$ cat config.mk
export PLATFORM = sky130hd
export DESIGN_NAME = nic_bus_dma
export DESIGN_NICKNAME = d
export VERILOG_FILES = /design/src/rtl/nic_dma_pkg.sv /design/src/rtl/slave_port.sv /design/src/rtl/nic_bus_dma.sv
export VERILOG_INCLUDE_DIRS = /design/src /design/src/rtl
export SDC_FILE = /design/constraint.sdc
export NUM_CORES = 1
export LEC_CHECK = 0
export BUFFER_PORTS_ARGS = -buffer_cell sky130_fd_sc_hd__buf_2
export CELL_PAD_IN_SITES_DETAIL_PLACEMENT = 0
export CELL_PAD_IN_SITES_GLOBAL_PLACEMENT = 1
export CORE_UTILIZATION = 35
export CTS_CLUSTER_SIZE = 16
export DETAILED_ROUTE_END_ITERATION = 6
export GPL_TIMING_DRIVEN = 0
export PLACE_DENSITY = 0.86
export SYNTH_ARGS = -nofsm -noshare
export SYNTH_HDL_FRONTEND = slang
export SYNTH_SLANG_ARGS = --single-unit
$ cat constraint.sdc
create_clock -name core_clk -period 6 [get_ports core_clk]
set_clock_uncertainty 0.1 [all_clocks]
set_input_delay 0.3 -clock core_clk [delete_from_list [all_inputs] [get_ports core_clk]]
set_output_delay 0.3 -clock core_clk [all_outputs]
set_load 0.1 [all_outputs]
$ cat src/rtl/nic_dma_params.svh
// Timing counts and fixed encodings of the bus DMA and port control block.
`ifndef NIC_DMA_PARAMS_SVH
`define NIC_DMA_PARAMS_SVH

// Bus clocks per transfer cycle, and the index of its last clock.
`define XFER_BUS_CLOCKS 4
`define LAST_PHASE      2'h3
// Bus clocks spent synchronising to a host register access.
`define SYNC_BUS_CLOCKS 4'h2
// Address and count step per transfer in byte and word mode.
`define BYTE_STEP       16'h0001
`define WORD_STEP       16'h0002
// Local burst length in transfers, word mode, per burst select code.
`define BURST_W0        4'h1
`define BURST_W1        4'h2
`define BURST_W2        4'h4
`define BURST_W3        4'h6
// Local burst length in transfers, byte mode, per burst select code.
`define BURST_B0        4'h2
`define BURST_B1        4'h4
`define BURST_B2        4'h8
`define BURST_B3        4'hc

`endif

$ cat src/rtl/nic_dma_pkg.sv
// Types shared by the bus DMA and port control block.
package nic_dma_pkg;

    typedef enum logic [1:0] {
        st_idle,
        st_arb,
        st_upper,
        st_xfer
    } seq_state_t;

    typedef enum logic {
        own_local,
        own_remote
    } owner_t;

endpackage : nic_dma_pkg

$ cat src/rtl/slave_port.sv
// Host register slave access with held-off acknowledge.
`timescale 1ns/100ps
`include "nic_dma_params.svh"
module slave_port (
    // Clock and reset
    input  wire logic       core_clk,
    input  wire logic       rst_n,
    input  wire logic       bus_tick,
    // Host slave pins
    input  wire logic       chip_select_n,
    input  wire logic       slave_read_strobe_n,
    input  wire logic       slave_write_strobe_n,
    input  wire logic       address_latch_strobe_n,
    input  wire logic [3:0] register_select_lines,
    input  wire logic       mux_addr_mode,
    output logic            slave_ack_n,
    // Register file side
    input  wire logic       master_busy,
    output logic [3:0]      reg_index,
    output logic            reg_rd_pulse,
    output logic            reg_wr_pulse,
    output logic            slave_wait
);
    logic       access;
    logic [3:0] ras_q;
    logic [3:0] sync_q;
    logic       ack_q;

    assign access      = !chip_select_n &&
                         (!slave_read_strobe_n || !slave_write_strobe_n);
    assign slave_ack_n = !ack_q;
    assign slave_wait  = access && !ack_q;

    always_ff @(posedge core_clk or negedge rst_n) begin
        if (!rst_n) begin
            ras_q <= 4'h0;
        end else if (!address_latch_strobe_n) begin
            ras_q <= register_select_lines; // RULE19
        end
    end

    // The acknowledge waits for the master tenure to end, then for the
    // synchronising clocks; a short chip select gap can upset this count.
    always_ff @(posedge core_clk or negedge rst_n) begin
        if (!rst_n) begin
            sync_q       <= 4'h0;
            ack_q        <= 1'b0;
            reg_index    <= 4'h0;
            reg_rd_pulse <= 1'b0;
            reg_wr_pulse <= 1'b0;
        end else begin
            reg_rd_pulse <= 1'b0;
            reg_wr_pulse <= 1'b0;
            if (!access) begin
                sync_q <= 4'h0;
                ack_q  <= 1'b0;
            end else if (master_busy && !ack_q) begin
                sync_q <= 4'h0; // RULE20
            end else if (sync_q < `SYNC_BUS_CLOCKS) begin
                if (bus_tick) begin
                    sync_q <= sync_q + 4'h1; // RULE22
                end
            end else if (!ack_q) begin
                ack_q        <= 1'b1; // RULE18
                reg_index    <= mux_addr_mode ? ras_q
                                              : register_select_lines;
                reg_rd_pulse <= !slave_read_strobe_n;
                reg_wr_pulse <= !slave_write_strobe_n;
            end
        end
    end
endmodule : slave_port

$ cat src/rtl/nic_bus_dma.sv
// System bus DMA sequencer, remote port latch and slave access control.
// Overview of operation
// RULE1 - Address 16 or 32 bit, data 8 or 16
// RULE2 - Each transfer cycle lasts four bus clocks
// RULE3 - 32-bit mode adds upper address cycle per burst
// RULE4 - Upper address is the fixed page register
// RULE5 - Granted local burst runs exact length, releases
// RULE6 - Burst 1,2,4,6 words or 2,4,8,12 bytes
// RULE7 - Next local burst waits for FIFO threshold
// RULE8 - Grant withdrawn mid-transfer aborts the burst
// RULE9 - Local beats remote; remote re-arbitrates afterwards
// RULE10 - FIFO need during remote keeps request, appends
// RULE11 - Local to remote drops then raises request
// RULE12 - Remote arbitrates per transfer, one direction
// RULE13 - Remote read fills latch, steps address, count
// RULE14 - Port request after fill; read strobe acknowledges
// RULE15 - Request dropped per remote transfer; local holds off
// RULE16 - Remote write request removed on write strobe
// RULE17 - Remote write stores latch, steps, re-requests
// RULE18 - Chip select gives byte-wide register slave access
// RULE19 - Address latch strobe captures register select
// RULE20 - Acknowledge held while master, then synchronise
// RULE21 - Host spaces chip selects four bus clocks
// RULE22 - Whole bus clocks inserted before acknowledge
// RULE23 - Missed grant setup slips start four clocks
// RULE24 - Remote tenure single transfer; local tenure bursts
// RULE25 - Remote stops requesting when count reaches zero
`timescale 1ns/100ps
`include "nic_dma_params.svh"
module nic_bus_dma
    import nic_dma_pkg::*;
#(
    parameter int FIFO_DEPTH = 16,
    parameter int BUS_DIV    = 1
) (
    // Clock and reset
    input  wire logic        core_clk,
    input  wire logic        rst_n,
    // Data configuration
    input  wire logic        addr32_mode,
    input  wire logic        word_mode,
    input  wire logic [1:0]  burst_sel,
    input  wire logic [4:0]  fifo_threshold,
    // Local DMA work from the packet logic
    input  wire logic        local_pending,
    input  wire logic        local_to_fifo,
    input  wire logic [15:0] local_addr,
    output logic             local_advance,
    // FIFO side
    input  wire logic [4:0]  fifo_level,
    input  wire logic [15:0] fifo_rdata,
    output logic             fifo_pop,
    output logic             fifo_push,
    output logic [15:0]      fifo_wdata,
    // Remote DMA setup and status
    input  wire logic [7:0]  remote_start_addr_low,
    input  wire logic [7:0]  remote_start_addr_high,
    input  wire logic [15:0] remote_offset_init,
    input  wire logic [15:0] remote_byte_count,
    input  wire logic        remote_start,
    input  wire logic        remote_write,
    output logic [15:0]      remote_addr,
    output logic [15:0]      remote_count_left,
    output logic             remote_done,
    // Bus arbitration
    output logic             bus_request_out,
    input  wire logic        bus_grant,
    // Buffer memory bus
    output logic [15:0]      mem_addr,
    output logic             mem_addr_oe,
    output logic             mem_addr_strobe,
    output logic             upper_address_cycle,
    output logic             mem_rd,
    output logic             mem_wr,
    output logic [15:0]      mem_wdata,
    output logic             mem_wdata_oe,
    input  wire logic [15:0] mem_rdata,
    // Host I/O port
    output logic             port_request,
    input  wire logic        port_read_strobe,
    input  wire logic        port_write_strobe,
    input  wire logic [15:0] port_wdata,
    output logic [15:0]      port_rdata,
    // Host register slave
    input  wire logic        chip_select_n,
    input  wire logic        slave_read_strobe_n,
    input  wire logic        slave_write_strobe_n,
    input  wire logic        address_latch_strobe_n,
    input  wire logic [3:0]  register_select_lines,
    input  wire logic        mux_addr_mode,
    output logic             slave_ack_n,
    output logic [3:0]       reg_index,
    output logic             reg_rd_pulse,
    output logic             reg_wr_pulse
);
    localparam logic [4:0] DEPTH = 5'(FIFO_DEPTH);

    generate
        if (FIFO_DEPTH < 2 || FIFO_DEPTH > 31 || BUS_DIV < 1 ||
            BUS_DIV > 255) begin : g_bad_param
            $error("unsupported FIFO depth or bus divider");
        end
    endgenerate

    seq_state_t  state_q;
    owner_t      own_q;
    logic [1:0]  tph_q;
    logic [3:0]  left_q;
    logic [7:0]  div_q;
    logic        tick;
    logic        slot_end;
    logic        xfer_end;
    logic        fifo_ok;
    logic        local_need;
    logic        remote_need;
    logic        is_read;
    logic        slave_wait;
    logic        rem_active_q;
    logic        latch_full_q;
    logic [15:0] step;
    logic [3:0]  burst_len;

    // Bus clock enable; with BUS_DIV of one every core clock is a bus clock.
    always_ff @(posedge core_clk or negedge rst_n) begin
        if (!rst_n) begin
            div_q <= 8'h00;
        end else if (tick) begin
            div_q <= 8'h00;
        end else begin
            div_q <= div_q + 8'h01;
        end
    end

    assign tick     = (div_q == 8'(BUS_DIV - 1));
    assign slot_end = tick && (tph_q == `LAST_PHASE); // RULE2
    assign xfer_end = (state_q == st_xfer) && slot_end && bus_grant;
    assign step     = word_mode ? `WORD_STEP : `BYTE_STEP; // RULE1

    always_comb begin
        unique case ({word_mode, burst_sel}) // RULE6
            3'h4:    burst_len = `BURST_W0;
            3'h5:    burst_len = `BURST_W1;
            3'h6:    burst_len = `BURST_W2;
            3'h7:    burst_len = `BURST_W3;
            3'h0:    burst_len = `BURST_B0;
            3'h1:    burst_len = `BURST_B1;
            3'h2:    burst_len = `BURST_B2;
            default: burst_len = `BURST_B3;
        endcase
    end

    // Filling the FIFO waits for enough room, draining it for enough data.
    assign fifo_ok     = local_to_fifo ? ((DEPTH - fifo_level) > fifo_threshold)
                                       : (fifo_level > fifo_threshold); // RULE7
    assign local_need  = local_pending && fifo_ok;
    assign remote_need = rem_active_q && (remote_count_left != 16'h0000) &&
                         (remote_write ? latch_full_q : !latch_full_q);
    assign is_read     = (own_q == own_local) ? local_to_fifo : !remote_write;

    // Sequencer: arbitration, upper address cycle, transfer cycles.
    always_ff @(posedge core_clk or negedge rst_n) begin
        if (!rst_n) begin
            state_q <= st_idle;
            own_q   <= own_local;
            tph_q   <= 2'h0;
            left_q  <= 4'h0;
        end else begin
            if (tick) begin
                tph_q <= tph_q + 2'h1;
            end
            unique case (state_q)
                st_idle: begin
                    tph_q <= 2'h0;
                    if (tick && !slave_wait) begin
                        if (local_need) begin
                            state_q <= st_arb; // RULE9
                            own_q   <= own_local;
                            left_q  <= burst_len;
                        end else if (remote_need) begin
                            state_q <= st_arb; // RULE15
                            own_q   <= own_remote;
                            left_q  <= 4'h1;
                        end
                    end
                end
                st_arb: begin
                    // A grant missing at the slot end costs one more slot.
                    if (slot_end && bus_grant) begin // RULE23
                        state_q <= addr32_mode ? st_upper : st_xfer; // RULE3
                    end
                end
                st_upper: begin
                    if (!bus_grant) begin
                        state_q <= st_idle; // RULE8
                    end else if (slot_end) begin
                        state_q <= st_xfer;
                    end
                end
                st_xfer: begin
                    if (!bus_grant) begin
                        state_q <= st_idle; // RULE8
                    end else if (slot_end) begin
                        if (own_q == own_remote && local_need) begin
                            own_q   <= own_local; // RULE10
                            left_q  <= burst_len;
                            state_q <= addr32_mode ? st_upper : st_xfer;
                        end else if (own_q == own_remote) begin
                            state_q <= st_idle; // RULE24
                        end else if (left_q == 4'h1) begin
                            state_q <= st_idle; // RULE5
                        end else begin
                            left_q <= left_q - 4'h1;
                        end
                    end
                end
            endcase
        end
    end

    // Idle always sits at least one clock, so every local tenure ends
    // with the request low before a remote one may raise it.
    assign bus_request_out = (state_q != st_idle); // RULE11
    assign upper_address_cycle = (state_q == st_upper);
    assign mem_addr_oe     = (state_q == st_upper) || (state_q == st_xfer);
    assign mem_addr_strobe = mem_addr_oe && (tph_q == 2'h0);
    assign mem_addr = (state_q == st_upper) ?
                      {remote_start_addr_high, remote_start_addr_low} // RULE4
                    : ((own_q == own_local) ? local_addr : remote_addr);
    assign mem_rd       = (state_q == st_xfer) && is_read && (tph_q != 2'h0);
    assign mem_wr       = (state_q == st_xfer) && !is_read &&
                          (tph_q != 2'h0);
    assign mem_wdata_oe = mem_wr;
    assign mem_wdata    = (own_q == own_local) ? fifo_rdata : port_rdata;

    // Local data movement; a FIFO word is popped only once it is stored.
    always_ff @(posedge core_clk or negedge rst_n) begin
        if (!rst_n) begin
            fifo_push     <= 1'b0;
            fifo_pop      <= 1'b0;
            fifo_wdata    <= 16'h0000;
            local_advance <= 1'b0;
        end else begin
            fifo_push     <= xfer_end && own_q == own_local && is_read;
            fifo_pop      <= xfer_end && own_q == own_local && !is_read;
            local_advance <= xfer_end && own_q == own_local;
            if (xfer_end && own_q == own_local && is_read) begin
                fifo_wdata <= mem_rdata;
            end
        end
    end

    // Remote address and byte count.
    always_ff @(posedge core_clk or negedge rst_n) begin
        if (!rst_n) begin
            remote_addr       <= 16'h0000;
            remote_count_left <= 16'h0000;
        end else if (remote_start) begin
            remote_addr       <= remote_offset_init;
            remote_count_left <= remote_byte_count;
        end else if (xfer_end && own_q == own_remote) begin
            remote_addr <= remote_addr + step; // RULE13 RULE17
            remote_count_left <= (remote_count_left > step) ?
                                 remote_count_left - step : 16'h0000;
        end
    end

    // Remote run flag; it ends once the count is spent and the latch idle.
    always_ff @(posedge core_clk or negedge rst_n) begin
        if (!rst_n) begin
            rem_active_q <= 1'b0;
        end else if (remote_start) begin
            rem_active_q <= (remote_byte_count != 16'h0000);
        end else if (remote_count_left == 16'h0000 && !latch_full_q) begin
            rem_active_q <= 1'b0; // RULE25
        end
    end

    assign remote_done = !rem_active_q;

    // Port latch. Only one direction is live at a time, chosen by
    // remote_write; changing it mid-run is not supported.
    always_ff @(posedge core_clk or negedge rst_n) begin
        if (!rst_n) begin
            port_rdata   <= 16'h0000;
            latch_full_q <= 1'b0;
        end else if (!remote_write) begin
            if (xfer_end && own_q == own_remote) begin
                port_rdata   <= mem_rdata; // RULE13
                latch_full_q <= 1'b1;
            end else if (port_read_strobe && latch_full_q) begin
                latch_full_q <= 1'b0; // RULE14
            end
        end else begin
            if (xfer_end && own_q == own_remote) begin
                latch_full_q <= 1'b0; // RULE17
            end else if (port_write_strobe && port_request) begin
                port_rdata   <= port_wdata;
                latch_full_q <= 1'b1; // RULE16
            end
        end
    end

    assign port_request = rem_active_q &&
        (remote_write ? (!latch_full_q && remote_count_left != 16'h0000)
                      : latch_full_q); // RULE12

    slave_port u_slave (
        .core_clk               (core_clk),
        .rst_n                  (rst_n),
        .bus_tick               (tick),
        .chip_select_n          (chip_select_n),
        .slave_read_strobe_n    (slave_read_strobe_n),
        .slave_write_strobe_n   (slave_write_strobe_n),
        .address_latch_strobe_n (address_latch_strobe_n),
        .register_select_lines  (register_select_lines),
        .mux_addr_mode          (mux_addr_mode),
        .slave_ack_n            (slave_ack_n),
        .master_busy            (bus_request_out),
        .reg_index              (reg_index),
        .reg_rd_pulse           (reg_rd_pulse),
        .reg_wr_pulse           (reg_wr_pulse),
        .slave_wait             (slave_wait)
    );
endmodule : nic_bus_dma

==> metrics.cfg <==
[timing]
fin_tns_setup_ns = 0
setup_viol = 0
rsz0062_at_grt = false
worst_pin_slew_ns = 0.9454
max_freq_mhz = 239.1
hold_viol = 0
final_max_slew_viol_count = 0
slew_headroom_pct = 36.39
post-route-min-period_ns = 4.183
period_share_pct = 69.71

[yosys]
ys_warn_count = 0
synth-main-ff-cell = dfrtp_1
yosysSeqAreaShare_pct = 40.64
postSynthAreaPerCell_um2 = 9.525
async_flop_share_pct = 100.0
yosys_register_bits = 101
synthCells = 653
syn_area_um2 = 6220
synth_cell_types = 57
synth_fp_nets = 822
synth-edff-count = 0

[die]
die_area_um2 = 18310
initial_core_util_pct = 35.96
io-pin-count = 259
core.rowCount = 48
fp.dieW_um = 135.3
die_h_um = 135.3
core_um2 = 17300

[worst_setup_path]
end_kind = flop
cp_data_required_time_ns = 6.14
r2r_end = port_rdata[15]$_DFFE_PN0P_
r2r_slack_ns = 1.82
startpoint_type = flop
timing.rr.start = div_q[0]$_DFF_PN0_
path_class = flop to flop
critPathMaxFanout = 11
cp.arrival_ns = 4.32
ff2ff_path_depth = 11

[power_and_ir_drop]
ir_drop_mv = 0.4475
p_per_area_nw_per_um2 = 461.6
leakage_nw = 4.041

[placement]
routabilityCongestion = 0.9187
dp_hpwl_um = 15760
port_buffers = 257
place_area_um2 = 7818

[min_path]
min_path_cells = 2
hold_path_startpoint = slave_read_strobe_n
min_to = u_slave.reg_rd_pulse$_DFF_PN0_
hold_path_class = input pin to flop

[detailed_routing]
dr_total_vias = 6005
wirelength_um = 19810
drt_first_pass_iters = 5
via_per_inst = 5.213
drtAntennaViolNets = 0
drt-initial-drc-count = 315
drc = 0
wl_per_cell_um = 17.20

[clock_network]
clock_latency_ns = 0.35
cts_max_level = 3
cts_root_buf = clkbuf_16
post_cts_resized = 0
cts.clk_slew.worst_paths_ns = 0.07
cts_sinks = 101
numCtsBuffers = 9
cts_tree = yes
clock_path_buffers = 2

[global_routing]
antenna_found_initial = 0
grt_pass1_wl_um = 30780
grt_pass1_vias = 5824
overflow = 0
grt_max_degree = 58
grt_usage_pct = 22.04

[job]
cap_viol_max_count = 0

[cells_and_area]
nets = 1092
drive_gt1_share_pct = 38.51
syn2layout_area_growth_pct = 32.03
diodes = 0
final_cell_mix = 257 x buf_2, 101 x dfrtp_1, 71 x nand2_1, 71 x mux2_2, 59 x o21ai_0
fin_area_um2 = 8212
layout_commonest_cell = buf_2

[run_status]
status = finished clean

worst max-delay path by stage:
stage	startpoint	endpoint	slack [ns]	cells after the start
floorplan	remote_write	mem_wr	1.51	6
global placement	div_q[0]$_DFF_PN0_	port_rdata[15]$_DFFE_PN0P_	1.81	11
detailed placement	div_q[0]$_DFF_PN0_	port_rdata[12]$_DFFE_PN0P_	1.81	11
CTS	div_q[0]$_DFF_PN0_	port_rdata[15]$_DFFE_PN0P_	1.79	11
global route	div_q[0]$_DFF_PN0_	port_rdata[6]$_DFFE_PN0P_	1.55	11
finish	div_q[0]$_DFF_PN0_	port_rdata[15]$_DFFE_PN0P_	1.82	11
area by class of cell:
class	count	area, um^2
fill	1731	9085
buffer	29	117.6
clock buffer	9	225.2
sequential	101	2527
clock inverter	6	158.9
inverter	34	127.6
tap	225	281.5
timing repair buffer	259	1326
multi-input combinational	489	3447
critical path, stage by stage, from the launching register on:
cell and delay [ns]:
dfrtp_1 0.44, inv_1 0.08, ha_1 0.15, or4b_4 0.49
nor4_4 0.65, inv_2 0.16, clkbuf_1 0.27, clkbuf_1 0.34
ha_1 0.32, nor2_2 0.42, buf_4 0.29, mux2_2 0.35
state kept, by name (all words and copies together), names as in the netlist, 2 cells and up:
signal             flops
fifo_wdata            16
port_rdata            16
remote_addr           16
remote_count_left     16
div_q                  8
left_q                 4
u_slave.ras_q          4
u_slave.reg_index      4
u_slave.sync_q         4
state_q                2
tph_q                  2
cell usage after synthesis (3+ instances only):
library cell	count	area share (%)
a2bb2oi_1	3	0.42
nand3_1	15	1.2
buf_1	3	0.18
nor4_1	16	1.6
xor2_1	4	0.56
mux2i_1	25	4.0
and3_1	4	0.40
o221ai_1	3	0.42
nand4_1	5	0.50
inv_1	33	2.0
o2bb2ai_1	3	0.42
a211oi_1	3	0.36
nor2b_1	6	0.60
a22oi_1	7	0.84
nor2_1	37	2.2
o21ai_0	59	4.7
a31oi_1	5	0.50
mux2_2	71	13
clkbuf_1	23	1.4
nor3_1	19	1.5
o211ai_1	5	0.60
nand2_1	71	4.3
nand2b_1	4	0.40
or3_1	7	0.70
a21oi_1	30	2.4
dfrtp_1	101	41
xnor2_1	22	3.1
and2_1	6	0.60
a41oi_1	3	0.42
ha_1	23	4.6
what timing repair did:
action | 4_1_cts | 5_1_grt
hold buffers | 1 | 0
setup buffers | 0 | 0
endpoints found under the hold margin | 44 | 0
routing by layer:
metal	global-route usage (%)	share of wire, %
met1	27.86	42
met4	7.803	2.2
met5	0	0
met3	4.452	5.8
met2	37.18	50
through the flow:
stage / utilization, % / total power (W) / instances / hold slack (ns) / setup WS (ns)
after floorplan: - / 0.002666 / 653 / -0.09559 / 1.506
after global placement: 45.02 / 0.003028 / 1135 / 0.3829 / 1.811
after detailed placement: 45.20 / 0.003045 / 1136 / 0.2575 / 1.807
after CTS: 47.48 / 0.003815 / 1152 / 0.02303 / 1.791
after global routing: 47.48 / 0.003938 / 1152 / 0.03790 / 1.552
final: 47.48 / 0.003790 / 1152 / 0.03797 / 1.818
logic make-up after synthesis:
group / synth area share (%)
compound gates: 12.98
xor+xnor: 3.661
fa+ha+maj: 5.271
buf+inv: 3.943
flops: 40.64
mux: 16.88
simple gates: 16.64
report_power, final:
| group | switching [W] | internal (W) |
|---|---|---|
| Clock | 0.000270 | 0.000492 |
| Sequential | 0.0000910 | 0.000786 |
| Combinational | 0.00173 | 0.000419 |
Note: power is estimated with default switching activity, not from simulation.
